$ cat config.mk
export PLATFORM = sky130hd
export DESIGN_NAME = rcbs_sequencer
export DESIGN_NICKNAME = d
export VERILOG_FILES = /design/src/inc/rcbs_pkg.sv /design/src/hdl/rcbs_sequencer.sv
export SDC_FILE = /design/constraint.sdc
export NUM_CORES = 1
export LEC_CHECK = 0
export ABC_AREA = 1
export ABC_CLOCK_PERIOD_IN_PS = 5650
export BUFFER_PORTS_ARGS = -buffer_cell sky130_fd_sc_hd__buf_2
export CELL_PAD_IN_SITES_DETAIL_PLACEMENT = 0
export CELL_PAD_IN_SITES_GLOBAL_PLACEMENT = 2
export CORE_MARGIN = 8
export CORE_UTILIZATION = 31
export CTS_BUF_LIST = sky130_fd_sc_hd__clkbuf_8
export CTS_CLUSTER_DIAMETER = 150
export CTS_CLUSTER_SIZE = 28
export DETAILED_ROUTE_END_ITERATION = 12
export PLACE_DENSITY_LB_ADDON = 0.15
export SYNTH_ARGS = -nofsm -noshare
export SYNTH_HDL_FRONTEND = slang
export SYNTH_SLANG_ARGS = --single-unit
export TNS_END_PERCENT = 100
$ cat constraint.sdc
create_clock -name CORE_CLK -period 5.65 [get_ports CORE_CLK]
set_input_delay 0.2825 -clock CORE_CLK [delete_from_list [all_inputs] [get_ports CORE_CLK]]
set_output_delay 0.2825 -clock CORE_CLK [all_outputs]
set_load 0.005 [all_outputs]
$ cat src/inc/rcbs_pkg.sv
// Constants, types and states for the reset and clock bring-up sequencer
// Functional notes
// - Supply warning parks mirrors, then resets system
// - Power-up starts master PLL, then system reset
// - Every reset source restores defined default state; rate registers only on RESET or sense low
// - General-purpose pins tri-state during system reset
// - Master PLL runs except on RESET or sense low
// - Hardware releases only processor and master PLL resets
// - Processor clocks at full rate after reset
// - Mirror-link PLL powered down, dividers held reset
// - LVDS link I/O powered down and tri-stated
// - Other reset outputs stay asserted until firmware releases
// - Processor boots from external flash after reset
// - Firmware bring-up order enforced for link clocks
// - LVDS I/O held in reset until firmware
// - Hold internal resets 60 ms after sense rises
// - Sense low keeps reset, all pins tri-stated
package rcbs_pkg;
  localparam int unsigned CLK_HZ = 50_000_000;
  localparam int unsigned SETTLE_MS = 60;
  // Cycles of lock wait after sense rises
  localparam int unsigned SETTLE_CYC = (CLK_HZ / 1000) * SETTLE_MS;
  localparam int unsigned CNT_W = 22;
  localparam int unsigned SYSRST_CYC = 16;
  localparam int unsigned PARK_TIMEOUT_CYC = 1024;
  localparam int unsigned ADDR_W = 4;
  localparam int unsigned DATA_W = 32;
  localparam logic [3:0] ADDR_CTRL = 4'h0;
  localparam logic [3:0] ADDR_RATE = 4'h4;
  localparam logic [3:0] ADDR_STATUS = 4'h8;
  localparam logic BOOT_SRC_FLASH = 1'b1;
  localparam logic [2:0] CAUSE_POR = 3'h1;
  localparam logic [2:0] CAUSE_WARN = 3'h2;
  localparam logic [2:0] CAUSE_WDOG = 3'h4;
  localparam int unsigned CTRL_W = 7;
  localparam int unsigned RATE_W = 16;
  localparam int unsigned STAT_W = 7;

  // Firmware release controls, bit 0 is pll_enable
  typedef struct packed {
    logic [1:0] cpu_clk_div;
    logic int_release;
    logic ext_release;
    logic lvds_release;
    logic div_release;
    logic pll_enable;
  } rcbs_ctrl_t;

  typedef struct packed {
    logic [7:0] mirror_rate;
    logic [7:0] gen_rate;
  } rcbs_rate_t;

  localparam rcbs_ctrl_t CTRL_RST = rcbs_ctrl_t'(7'h00);
  localparam rcbs_rate_t RATE_RST = rcbs_rate_t'(16'h0000);

  typedef enum logic [2:0] {
    ST_POR, ST_PLL_WAIT, ST_SYS_RST, ST_RUN, ST_PARK, ST_HOLD
  } rcbs_state_t;
endpackage

$ cat src/hdl/rcbs_sequencer.sv
// Reset and clock bring-up sequencer with firmware release registers
//
// Local design decisions: strobed register access and the register offsets.
`timescale 1ns/100ps
module rcbs_sequencer
  import rcbs_pkg::*;
#(
  parameter int unsigned PLL_SETTLE_CYCLES = SETTLE_CYC
)
(
  input wire logic CORE_CLK,
  input wire logic RESET,
  input wire logic POWER_ON_SENSE,
  input wire logic SUPPLY_OK_WARNING,
  input wire logic WATCHDOG_TIMEOUT,
  input wire logic PARK_DONE,
  input wire logic MIRROR_LINK_PLL_LOCK,
  input wire logic [ADDR_W-1:0] REG_ADDR,
  input wire logic [DATA_W-1:0] REG_WDATA,
  input wire logic REG_WR,
  input wire logic REG_RD,
  output logic [DATA_W-1:0] REG_RDATA,
  output logic MASTER_PLL_RESET,
  output logic IO_HIZ,
  output logic GPIO_HIZ,
  output logic CPU_RESET,
  output logic INT_RESET,
  output logic PARK_REQ,
  output logic MIRROR_LINK_PLL_PWRDN,
  output logic MIRROR_DIV_RESET,
  output logic LVDS_PWRDN,
  output logic LVDS_HIZ,
  output logic EXT_RESET,
  output logic [1:0] CPU_CLK_DIV,
  output logic BOOT_FROM_FLASH,
  output logic [7:0] GEN_RATE,
  output logic [7:0] MIRROR_RATE
);

  // Sense low forces reset at once, without waiting for a clock
  logic arst;
  assign arst = RESET | ~POWER_ON_SENSE;

  // Input synchronisers; only the second stage is used
  logic sense_s1, sense_s2, warn_s1, warn_s2;
  always_ff @(posedge CORE_CLK or posedge arst)
  begin
    if (arst)
    begin
      sense_s1 <= 1'b0;
      sense_s2 <= 1'b0;
      warn_s1 <= 1'b0;
      warn_s2 <= 1'b0;
    end
    else
    begin
      sense_s1 <= 1'b1;
      sense_s2 <= sense_s1;
      warn_s1 <= SUPPLY_OK_WARNING;
      warn_s2 <= warn_s1;
    end
  end

  rcbs_state_t state, next_state;
  logic [CNT_W-1:0] cnt, next_cnt;
  logic [2:0] cause, next_cause;
  logic in_reset;

  // Sequencer next state
  always_comb
  begin
    next_state = state;
    next_cnt = cnt + CNT_W'(1);
    next_cause = cause;
    case (state)
      ST_POR:
      begin
        next_cnt = '0;
        if (sense_s2)
          next_state = ST_PLL_WAIT;
      end
      ST_PLL_WAIT:
        if (cnt == CNT_W'(PLL_SETTLE_CYCLES - 1))
        begin
          next_state = ST_SYS_RST;
          next_cnt = '0;
        end
      ST_SYS_RST:
        if (cnt == CNT_W'(SYSRST_CYC - 1))
        begin
          next_cnt = '0;
          next_state = warn_s2 ? ST_RUN : ST_HOLD;
        end
      ST_RUN:
      begin
        next_cnt = '0;
        if (!warn_s2)
        begin
          next_state = ST_PARK;
          next_cause = CAUSE_WARN;
        end
        else if (WATCHDOG_TIMEOUT)
        begin
          next_state = ST_SYS_RST;
          next_cause = CAUSE_WDOG;
        end
      end
      ST_PARK:
        // Timeout stops a missing park answer from blocking reset
        if (PARK_DONE || cnt == CNT_W'(PARK_TIMEOUT_CYC - 1))
          next_state = ST_HOLD;
      ST_HOLD:
      begin
        next_cnt = '0;
        if (warn_s2)
          next_state = ST_SYS_RST;
      end
      default:
      begin
        next_state = ST_POR;
        next_cnt = '0;
      end
    endcase
  end

  // Sequencer registers
  always_ff @(posedge CORE_CLK or posedge arst)
  begin
    if (arst)
    begin
      state <= ST_POR;
      cnt <= '0;
      cause <= CAUSE_POR;
    end
    else
    begin
      state <= next_state;
      cnt <= next_cnt;
      cause <= next_cause;
    end
  end

  // Reset and pin controls decoded from the sequencer state
  assign in_reset = (state != ST_RUN) && (state != ST_PARK);
  assign MASTER_PLL_RESET = (state == ST_POR);
  assign IO_HIZ = (state == ST_POR);
  assign GPIO_HIZ = in_reset;
  assign CPU_RESET = in_reset;
  assign PARK_REQ = (state == ST_PARK);
  assign BOOT_FROM_FLASH = BOOT_SRC_FLASH;

  // Firmware controlled releases; every system reset clears them
  rcbs_ctrl_t ctrl, next_ctrl, wctrl;
  rcbs_rate_t rate, next_rate, wrate;
  logic locked;
  assign wctrl = rcbs_ctrl_t'(REG_WDATA[CTRL_W-1:0]);
  assign wrate = rcbs_rate_t'(REG_WDATA[RATE_W-1:0]);
  assign locked = ctrl.pll_enable & MIRROR_LINK_PLL_LOCK;

  always_comb
  begin
    next_ctrl = ctrl;
    next_rate = rate;
    if (in_reset)
      next_ctrl = CTRL_RST;
    else if (REG_WR && REG_ADDR == ADDR_CTRL)
    begin
      next_ctrl = wctrl;
      // Dividers start only on a locked PLL, external resets no earlier than them
      next_ctrl.div_release = wctrl.div_release & wctrl.pll_enable & locked;
      next_ctrl.ext_release = wctrl.ext_release & next_ctrl.div_release;
    end
    else if (REG_WR && REG_ADDR == ADDR_RATE)
    begin
      // Generator rate only while its PLL is off
      if (!ctrl.pll_enable)
        next_rate.gen_rate = wrate.gen_rate;
      // Mirror clock rate only after lock, before dividers run
      if (locked && !ctrl.div_release)
        next_rate.mirror_rate = wrate.mirror_rate;
    end
  end

  always_ff @(posedge CORE_CLK or posedge arst)
  begin
    if (arst)
    begin
      ctrl <= CTRL_RST;
      rate <= RATE_RST;
    end
    else
    begin
      ctrl <= next_ctrl;
      rate <= next_rate;
    end
  end

  assign INT_RESET = in_reset | ~ctrl.int_release;
  assign MIRROR_LINK_PLL_PWRDN = ~ctrl.pll_enable;
  assign MIRROR_DIV_RESET = ~ctrl.div_release;
  assign LVDS_PWRDN = ~ctrl.lvds_release;
  assign LVDS_HIZ = ~ctrl.lvds_release;
  assign EXT_RESET = ~ctrl.ext_release;
  assign CPU_CLK_DIV = ctrl.cpu_clk_div;
  assign GEN_RATE = rate.gen_rate;
  assign MIRROR_RATE = rate.mirror_rate;

  // Read port, data one cycle after the strobe, zero when unmapped
  logic [DATA_W-1:0] next_rdata;
  logic [STAT_W-1:0] status;
  assign status = {MIRROR_LINK_PLL_LOCK, state, cause};

  always_comb
  begin
    next_rdata = '0;
    if (REG_RD)
      case (REG_ADDR)
        ADDR_CTRL: next_rdata = DATA_W'(ctrl);
        ADDR_RATE: next_rdata = DATA_W'(rate);
        ADDR_STATUS: next_rdata = DATA_W'(status);
        default: next_rdata = '0;
      endcase
  end

  always_ff @(posedge CORE_CLK or posedge arst)
  begin
    if (arst)
      REG_RDATA <= '0;
    else
      REG_RDATA <= next_rdata;
  end

  // Own count of lock wait cycles, kept apart from the sequencer counter
  logic [CNT_W-1:0] wait_len, next_wait_len;

  always_comb
  begin
    next_wait_len = '0;
    if (state == ST_PLL_WAIT)
      next_wait_len = wait_len + CNT_W'(1);
  end

  always_ff @(posedge CORE_CLK or posedge arst)
  begin
    if (arst)
      wait_len <= '0;
    else
      wait_len <= next_wait_len;
  end
endmodule

==> flow_summary.yaml, run 1 <==
drt:
  ant_nets: 0
  post-route-drc-count: 0
  via_per_inst: 4.34
  drt_iter0_drc: 129
  wl_per_cell_microns: 13.7
  drt_pass1_iterations: 4
  vias: 2950
  drt-total-wl_mm: 9.29
sta:
  slew_viol_final: 0
  final_hold_viol_count: 0
  fmax_mhz: 519
  period_share_pct: 34.1
  rsz0062_at_grt: "no"
  worst_slew_pin_slew_ns: 0.932
  fin_ws_ns: 3.72
  finalSetupViolCount: 0
  setup_tns_ns: 0
  relSlewSlack_pct: 37.9
  final.min_clock_period_ns: 1.93
  fin_skew_ns: 0.00751
setup_path:
  setup.worst_path.class: "reg -> reg"
  worstPathArrival_ns: 2.15
  worst_setup_path_start_kind: "flip-flop"
  r2r_slack_ns: 3.72
  crit_path_end_kind: "flip-flop"
  crit_path_max_fanout: 12
  critPathRequiredTime_ns: 5.88
place:
  dpl.hpwl_mm: 6.88
  gp_congestion: 0.728
  port_buffers: 73
  dpl_worst_slack_ns: 3.66
  placed_cell_area_sq_mm: 0.00415
clock_tree:
  hold_buffers: 0
  cts_htree_levels: 3
  cts_resized: 0
  clk_pin_slew_ns: 0.08
  cts_tree: "done"
  cts_buffers: 9
  cts_setup_buffers: 0
  cts_num_sinks: 71
  clock_latency_ns: 0.36
  cts-root-buf: "clkbuf_8"
  cts_max_path_buffers: 2
pwr:
  pwr_density_cell_mw_per_mm2: 334
  p_leak_nw: 2.25
  vdd_ir_drop_max_v: 0.000145
  total_power_w: 0.00145
floorplan:
  core_sq_mm: 0.0119
  initial_core_util_pct: 31.5
  dieArea_sq_mm: 0.0159
  chipHeight_microns: 126
  ios: 107
  rows: 40
  die_w_microns: 126
synthesis:
  synth_common_cells: "nand2_1, inv_1, dfrtp_1"
  synth_flop_cell: "dfrtp_1"
  synth_edf_count: 0
  ys_warn_count: 0
  synth.distinct_cells: 33
  ys_ff_latch: 71
  yosysMostFrequentCell: "nand2_1"
  syn_area_per_cell_sq_um: 8.23
  synthTopCellsByArea: "dfrtp_1, nand2_1, inv_1, nor2_1, buf_4"
  synthCells: 456
  ys_seq_area_share_pct: 47.4
  synthArstFlopShare_pct: 100
  yosys.area.top_type_share_pct: 46.7
  netlist_area_sq_mm: 0.00375
  synth.largest_area_cell: "dfrtp_1"
global_routing:
  antenna_found_initial: 0
  grt_pass1_vias: 3026
  grt_max_degree: 72
  gr-total-overflow: 0
  grt_pass1_wl_mm: 15.4
  grt_util_all_layers_pct: 12.3
final_layout:
  nets: 574
  utilization_pct: 36.4
  diodes: 0
  finalInstanceArea_sq_mm: 0.00434
  area_delta_synth_final_pct: 15.6
  drive_above_1_share_pct: 24.6
worst_hold_path:
  min_path_type: "in -> reg"
run_status:
  status: "finished clean"
job:
  maxCapViolCount: 0
## per-layer routing
layer / vias up / GRT usage (%) / part of all wire [%] / routed length [microns]
li1: 1509 / - / - / -
met1: 1362 / 15.4 / 46 / 4320
met2: 67 / 18.5 / 45 / 4210
met4: 0 / 5.17 / 1.9 / 173
met5: - / 0 / 0 / 0
met3: 12 / 4.77 / 6.3 / 584
## area by class of cell
class	count	area, sq um
Clock inverter	6	48.8
Multi-Input combinational cell	299	1540
Clock buffer	10	138
Fill cell	1322	7570
Tap cell	147	184
Inverter	73	277
Sequential cell	71	1780
Timing Repair Buffer	74	373
## final timing paths
| path | startpoint | endpoint | cells past startpoint |
|---|---|---|---|
| setup / recovery | cnt[0] | cnt[0] | 8 |
| hold / removal | SUPPLY_OK_WARNING | warn_s1 | 1 |
| setup reg to reg | cnt[0] | cnt[0] | 8 |
| hold reg to reg | warn_s1 | warn_s2 | 0 |
| max in group asynchronous | RESET | cnt[9] | 3 |
| min in group asynchronous | POWER_ON_SENSE | REG_RDATA[9] | 4 |
## flip-flops by register name, indices dropped and copies added (netlist names)
name         cells
warn_s2          1
sense_s2         1
MIRROR_RATE      8
sense_s1         1
GEN_RATE         8
state            3
ctrl             5
cnt             22
warn_s1          1
cause            3
REG_RDATA       16
CPU_CLK_DIV      2
## stage by stage
step / instances / hold slack (ns)
floorplan: 472 / 0.314
global placement: 664 / 0.335
detailed placement: 664 / 0.337
CTS: 680 / 0.00384
global route: 680 / 0.00584
finish: 680 / 0.0283
## placed cells by master (no fill, tap or decap), types with 8 or more instances in the layout
cell	n
o21ai_2	16
dfrtp_1	70
clkbuf_8	10
nor2_1	68
nand2_1	97
nand3_1	20
inv_1	77
o21ai_0	9
conb_1	18
buf_2	73
nand2_2	8
## cells by family after synthesis
family                   count (synthesis)  synth area share, %
AND/OR/NAND/NOR                        228                 28.5
flip-flops                              71                 47.4
XOR/XNOR                                12                 2.80
AO/OA/AOI/OAI                           40                 7.37
adder cells (fa/ha/maj)                  1                0.333
other                                    2                0.200
buffers and inverters                  102                 13.4
## critical path, stage by stage, from the launching register on
cell and delay (ns):
dfrtp_1 0.40, ha_1 0.20, nand3_1 0.16, nor2_1 0.18
nand3_1 0.10, nand2_1 0.10, nand3_2 0.17, inv_1 0.40
nor2_1 0.08
## where the power goes
part,total (W),internal [W],leakage [nW],switching [W]
registers,0.000636,0.000569,0.962,0.0000668
clock network,0.000401,0.000208,0.113,0.000193
logic,0.000413,0.000140,1.18,0.000273
total,0.00145,0.000917,2.25,0.000533
Power figures use the tool's default switching activity.
==> run 2: changes to the inputs <==
--- a/config.mk
+++ b/config.mk
@@ -6,12 +6,12 @@
 export NUM_CORES = 1
 export LEC_CHECK = 0
 export ABC_AREA = 1
-export ABC_CLOCK_PERIOD_IN_PS = 5650
+export ABC_CLOCK_PERIOD_IN_PS = 1730
 export BUFFER_PORTS_ARGS = -buffer_cell sky130_fd_sc_hd__buf_2
 export CELL_PAD_IN_SITES_DETAIL_PLACEMENT = 0
 export CELL_PAD_IN_SITES_GLOBAL_PLACEMENT = 2
 export CORE_MARGIN = 8
-export CORE_UTILIZATION = 31
+export CORE_UTILIZATION = 28
 export CTS_BUF_LIST = sky130_fd_sc_hd__clkbuf_8
 export CTS_CLUSTER_DIAMETER = 150
 export CTS_CLUSTER_SIZE = 28
==> constraint.sdc (replaced) <==
create_clock -name CORE_CLK -period 1.73 [get_ports CORE_CLK]
set_input_delay 0.0865 -clock CORE_CLK [delete_from_list [all_inputs] [get_ports CORE_CLK]]
set_output_delay 0.0865 -clock CORE_CLK [all_outputs]
set_load 0.005 [all_outputs]
==> flow_summary.yaml, run 2 (same netlist as run 1, synthesis figures left out) <==
global_routing:
  gr-total-overflow: 0
  grt_pass1_vias: 3273
  antenna_found_initial: 0
  grt_pass1_wl_mm: 16.7
  grt_max_degree: 29
  grt_util_all_layers_pct: 12.1
floorplan:
  rows: 42
  dieArea_sq_mm: 0.0174
  initial_core_util_pct: 28.5
  ios: 107
  die_w_microns: 132
  chipHeight_microns: 132
  core_sq_mm: 0.0132
final_layout:
  diodes: 0
  drive_above_1_share_pct: 27.6
  layout_common_cells: "nand2_1, inv_1, buf_2"
  nets: 614
  largest_register_ffs: 22
  n_fill_cell: 1446
  top_register: "cnt"
  mostFrequentLayoutCell: "nand2_1"
  utilization_pct: 36.0
  reg.largest.list: "cnt x22, REG_RDATA x16"
  area_delta_synth_final_pct: 26.5
clock_tree:
  cts_htree_levels: 3
  cts-root-buf: "clkbuf_8"
  cts_tree: "done"
  cts_max_path_buffers: 2
  cts_num_sinks: 71
  cts_buffers: 9
  clk_pin_slew_ns: 0.08
  clock_latency_ns: 0.36
place:
  port_buffers: 73
  dpl.hpwl_mm: 7.60
  gp_congestion: 0.753
setup_path:
  critPathMaxStageDelay_ns: 0.48
  critPathRequiredTime_ns: 1.64
  setup.worst_path.class: "reg -> out"
  crit_slowest_cell: "dfrtp_2"
  worstSetupStartpoint: "state[0]"
  path_delay_family: "flip-flops"
  crit_path_end_kind: "output port"
  crit_chain: "nor2_4 > nand2_2 > nand2_4 > buf_4 > inv_1 > buf_2"
  r2r_start: "state[0]"
  cp.depth: 6
  worst-path-buf-inv: 3
  worstPathArrival_ns: 1.56
  worst_setup_path_start_kind: "flip-flop"
  r2r.worst_path.cells: 8
  crit_path_max_fanout: 8
sta:
  fin_skew_ns: 0.00450
  rsz0062_at_grt: "no"
  setup_tns_ns: 0
  slew_viol_final: 0
  period_share_pct: 94.9
  fmax_mhz: 609
  finalSetupViolCount: 0
  final.min_clock_period_ns: 1.64
  final_hold_viol_count: 0
pwr:
  p_leak_nw: 2.43
  vdd_ir_drop_max_v: 0.000498
  pwr_density_cell_mw_per_mm2: 1050
worst_hold_path:
  min_path_type: "in -> reg"
  hold_depth: 3
  min-delay-start: "REG_RD"
drt:
  via_per_inst: 4.11
  drt_iter0_drc: 115
  vias: 3080
  ant_nets: 0
  wl_per_cell_microns: 13.3
  post-route-drc-count: 0
  drt-total-wl_mm: 9.95
  drt_pass1_iterations: 4
run_status:
  status: "finished clean"
job:
  maxCapViolCount: 0
-- run 2: cell types whose count changed in the layout (fill, tap and decap cells not counted), sizes merged --
cell and change:
bufinv -1, clkinv +2, dlygate4sd3 +20, buf +20
inv -3, clkinvlp +1, clkbuf +1
-- run 2: worst min-delay path, delay by kind of cell --
family | cells | cell delay (ns)
simple gates | 1 | 0.08
buf+inv | 2 | 0.20
-- run 2: area by class of cell --
class / count / area (sq um) / area share, %
sequential: 71 / 1780 / 37.5
multi-input combinational: 299 / 1550 / 32.6
timing repair buffer: 114 / 748 / 15.8
inverter: 73 / 277 / 5.82
tap: 176 / 220 / 4.64
clock buffer: 11 / 151 / 3.19
clock inverter: 5 / 25.0 / 0.527
-- run 2: per-layer routing --
layer / vias up / part of all wire [%] / GRT usage (%)
li1: 1595 / - / -
met1: 1407 / 50 / 15.7
met2: 68 / 44 / 18.4
met3: 10 / 4.3 / 3.43
met4: 0 / 1.6 / 5.17
met5: - / 0 / 0
-- run 2: metrics by stage --
step                      std cells  hold slack [ns]  cell area (sq um)  total power, W  setup WS (ns)
after floorplan                 472            0.118               3820         0.00314          0.274
after global placement          711            0.161               4350         0.00378          0.122
after detailed placement        711            0.179               4350         0.00380          0.101
after CTS                       747           0.0320               4720         0.00510         0.0187
after global routing            749           0.0449               4750         0.00540       0.000392
final                           749           0.0501               4750         0.00500         0.0878
-- run 2: final timing paths --
path	to	slack, ns
worst max register to register	GEN_RATE[3]	0.15
worst min register to register	sense_s2	0.35
max in group asynchronous	cnt[7]	0.38
min in group asynchronous	cause[2]	0.48
worst min-delay path	REG_RDATA[4]	0.05
worst max-delay path	GPIO_HIZ	0.09
-- run 2: timing repair --
action                                  in CTS  in global routing
hold buffers                                20                  0
setup buffers                                0                  2
endpoints found under the setup margin       0                 26
hold endpoints to repair                    30                  0
resized for setup                            0                  4
-- run 2: power breakdown --
| group | internal [W] | switching [W] | leakage [nW] | total (W) |
|---|---|---|---|---|
| sequential | 0.00186 | 0.000181 | 0.959 | 0.00205 |
| clock | 0.000584 | 0.000644 | 0.0977 | 0.00123 |
| combinational | 0.000729 | 0.00100 | 1.37 | 0.00173 |
==> run 3: changes to the inputs <==
--- a/config.mk
+++ b/config.mk
@@ -6,7 +6,7 @@
 export NUM_CORES = 1
 export LEC_CHECK = 0
 export ABC_AREA = 1
-export ABC_CLOCK_PERIOD_IN_PS = 1730
+export ABC_CLOCK_PERIOD_IN_PS = 1500
 export BUFFER_PORTS_ARGS = -buffer_cell sky130_fd_sc_hd__buf_2
 export CELL_PAD_IN_SITES_DETAIL_PLACEMENT = 0
 export CELL_PAD_IN_SITES_GLOBAL_PLACEMENT = 2
==> constraint.sdc (replaced) <==
create_clock -name CORE_CLK -period 1.5 [get_ports CORE_CLK]
set_input_delay 0.075 -clock CORE_CLK [delete_from_list [all_inputs] [get_ports CORE_CLK]]
set_output_delay 0.075 -clock CORE_CLK [all_outputs]
set_load 0.005 [all_outputs]
==> flow_summary.yaml, run 3 (same netlist as run 1, synthesis figures left out) <==
run_status:
  status: "finished with violations"
  violations: "negative setup slack"
drt:
  drt-total-wl_mm: 10.9
  vias: 3340
  wl_per_cell_microns: 13.7
  drt_iter0_drc: 146
  drt_pass1_iterations: 5
  post-route-drc-count: 0
  via_per_inst: 4.20
  ant_nets: 0
floorplan:
  rows: 42
  die_w_microns: 132
  dieArea_sq_mm: 0.0174
  initial_core_util_pct: 28.5
  core_sq_mm: 0.0132
  chipHeight_microns: 132
  ios: 107
sta:
  final_hold_viol_count: 0
  setup_tns_ns: -0.0448
  finalSetupViolCount: 4
  fin_ws_ns: -0.0280
  rsz0062_at_grt: "yes"
  fin_skew_ns: 0.0114
  whs_ns: 0.0417
  final.min_clock_period_ns: 1.53
  slew_viol_final: 0
  fmax_mhz: 654
  period_share_pct: 102
setup_path:
  r2r_start: "cnt[1]"
  critPathRequiredTime_ns: 1.79
  crit_path_end_kind: "flip-flop"
  crit_chain: "ha_4 > nand2_4 > nor2_4 > nand2_4 > nor2_4 > nand2_2 > nand2_2 > nand2_4 > nor2_4 > nand2_1 > nand2_1"
  r2r_end: "state[0]"
  worst_setup_path_start_kind: "flip-flop"
  crit_path_max_fanout: 4
  r2r_slack_ns: -0.03
  r2r.worst_path.cells: 11
  crit_slowest_cell: "dfrtp_1"
  worstPathArrival_ns: 1.82
  setup.worst_path.class: "reg -> reg"
  critPathMaxStageDelay_ns: 0.39
job:
  maxCapViolCount: 0
final_layout:
  ff_latch_area_sq_mm: 0.00178
  area_delta_synth_final_pct: 45.9
  diodes: 0
  finalInstanceArea_sq_mm: 0.00548
  drive_above_1_share_pct: 41.9
  multi_input_area_sq_mm: 0.00179
  reg.largest.list: "cnt x22, REG_RDATA x16"
  top_register: "cnt"
  mostFrequentLayoutCell: "nand2_1"
  nets: 661
  layout_common_cells: "nand2_1, buf_2, inv_1"
  largest_register_ffs: 22
  n_fill_cell: 1353
place:
  gp_congestion: 0.767
  dpl.hpwl_mm: 7.59
  port_buffers: 73
  placed_cell_area_sq_mm: 0.00457
global_routing:
  grt_max_degree: 72
  antenna_found_initial: 0
  grt_pass1_vias: 3513
  grt_pass1_wl_mm: 17.8
  gr-total-overflow: 0
  grt_util_all_layers_pct: 12.8
worst_hold_path:
  min_path_type: "in -> reg"
  min-delay-start: "MIRROR_LINK_PLL_LOCK"
  hold_path_end: "REG_RDATA[6]"
  hold_depth: 5
pwr:
  pwr_density_cell_mw_per_mm2: 1260
  p_leak_nw: 2.79
  vdd_ir_drop_max_v: 0.000670
clock_tree:
  clock_latency_ns: 0.37
  clk_pin_slew_ns: 0.08
  cts_num_sinks: 71
  cts_htree_levels: 3
  cts_max_path_buffers: 2
  cts-root-buf: "clkbuf_8"
  cts_tree: "done"
  cts_buffers: 9
run 3: critical path, delay by kind of cell (launching register included):
family / cells / cell delay [ns]
flip-flops: 1 / 0.39
AND/OR/NAND/NOR: 10 / 0.87
adder cells (fa/ha/maj): 1 / 0.19
run 3: metal layers:
metal  global-route usage [%]  part of all wire (%)
met1                     15.8                    47
met2                     20.6                    47
met3                     4.50                   4.8
met4                     3.83                   1.0
met5                        0                     0
run 3: layout make-up:
cell class                      count  share of cell area [%]
Timing Repair Buffer              161                    22.0
Inverter                           73                    5.23
Sequential cell                    71                    32.6
Multi-Input combinational cell    299                    32.6
Clock inverter                      5                   0.823
Tap cell                          176                    4.02
Clock buffer                       11                    2.77
run 3: what timing repair did:
item | in CTS | in global routing
setup buffers | 11 | 10
hold buffers | 20 | 0
setup endpoints to repair | 29 | 36
cloned | 0 | 1
gates resized for setup | 26 | 66
pin swaps | 8 | 18
hold endpoints to repair | 94 | 0
run 3: power breakdown:
part / total, W / leakage [nW] / internal [W] / switching (W)
clock: 0.00159 / 0.115 / 0.000837 / 0.000750
sequential: 0.00240 / 0.956 / 0.00215 / 0.000249
combinational: 0.00292 / 1.72 / 0.00142 / 0.00150
run 3: how the worst max path moves through the flow:
stage,start,end,slack (ns),cells after the start
after global placement,cnt[6],cnt[17],-0.06,9
after detailed placement,cnt[0],state[0],-0.07,10
after global routing,cnt[4],state[0],-0.11,11
after CTS,cnt[1],state[1],-0.01,10
final,cnt[1],state[0],-0.03,11
after floorplan,cnt[0],cnt[10],0.04,9
run 3: stage by stage:
| stage | power [W] | std cells | utilization, % | setup WS, ns |
|---|---|---|---|---|
| after floorplan | 0.00362 | 472 | - | 0.0438 |
| after global routing | 0.00733 | 796 | 41.5 | -0.107 |
| final | 0.00691 | 796 | 41.5 | -0.0280 |
| after global placement | 0.00449 | 739 | 34.7 | -0.0602 |
| after detailed placement | 0.00449 | 739 | 34.7 | -0.0694 |
| after CTS | 0.00646 | 786 | 38.9 | -0.0143 |
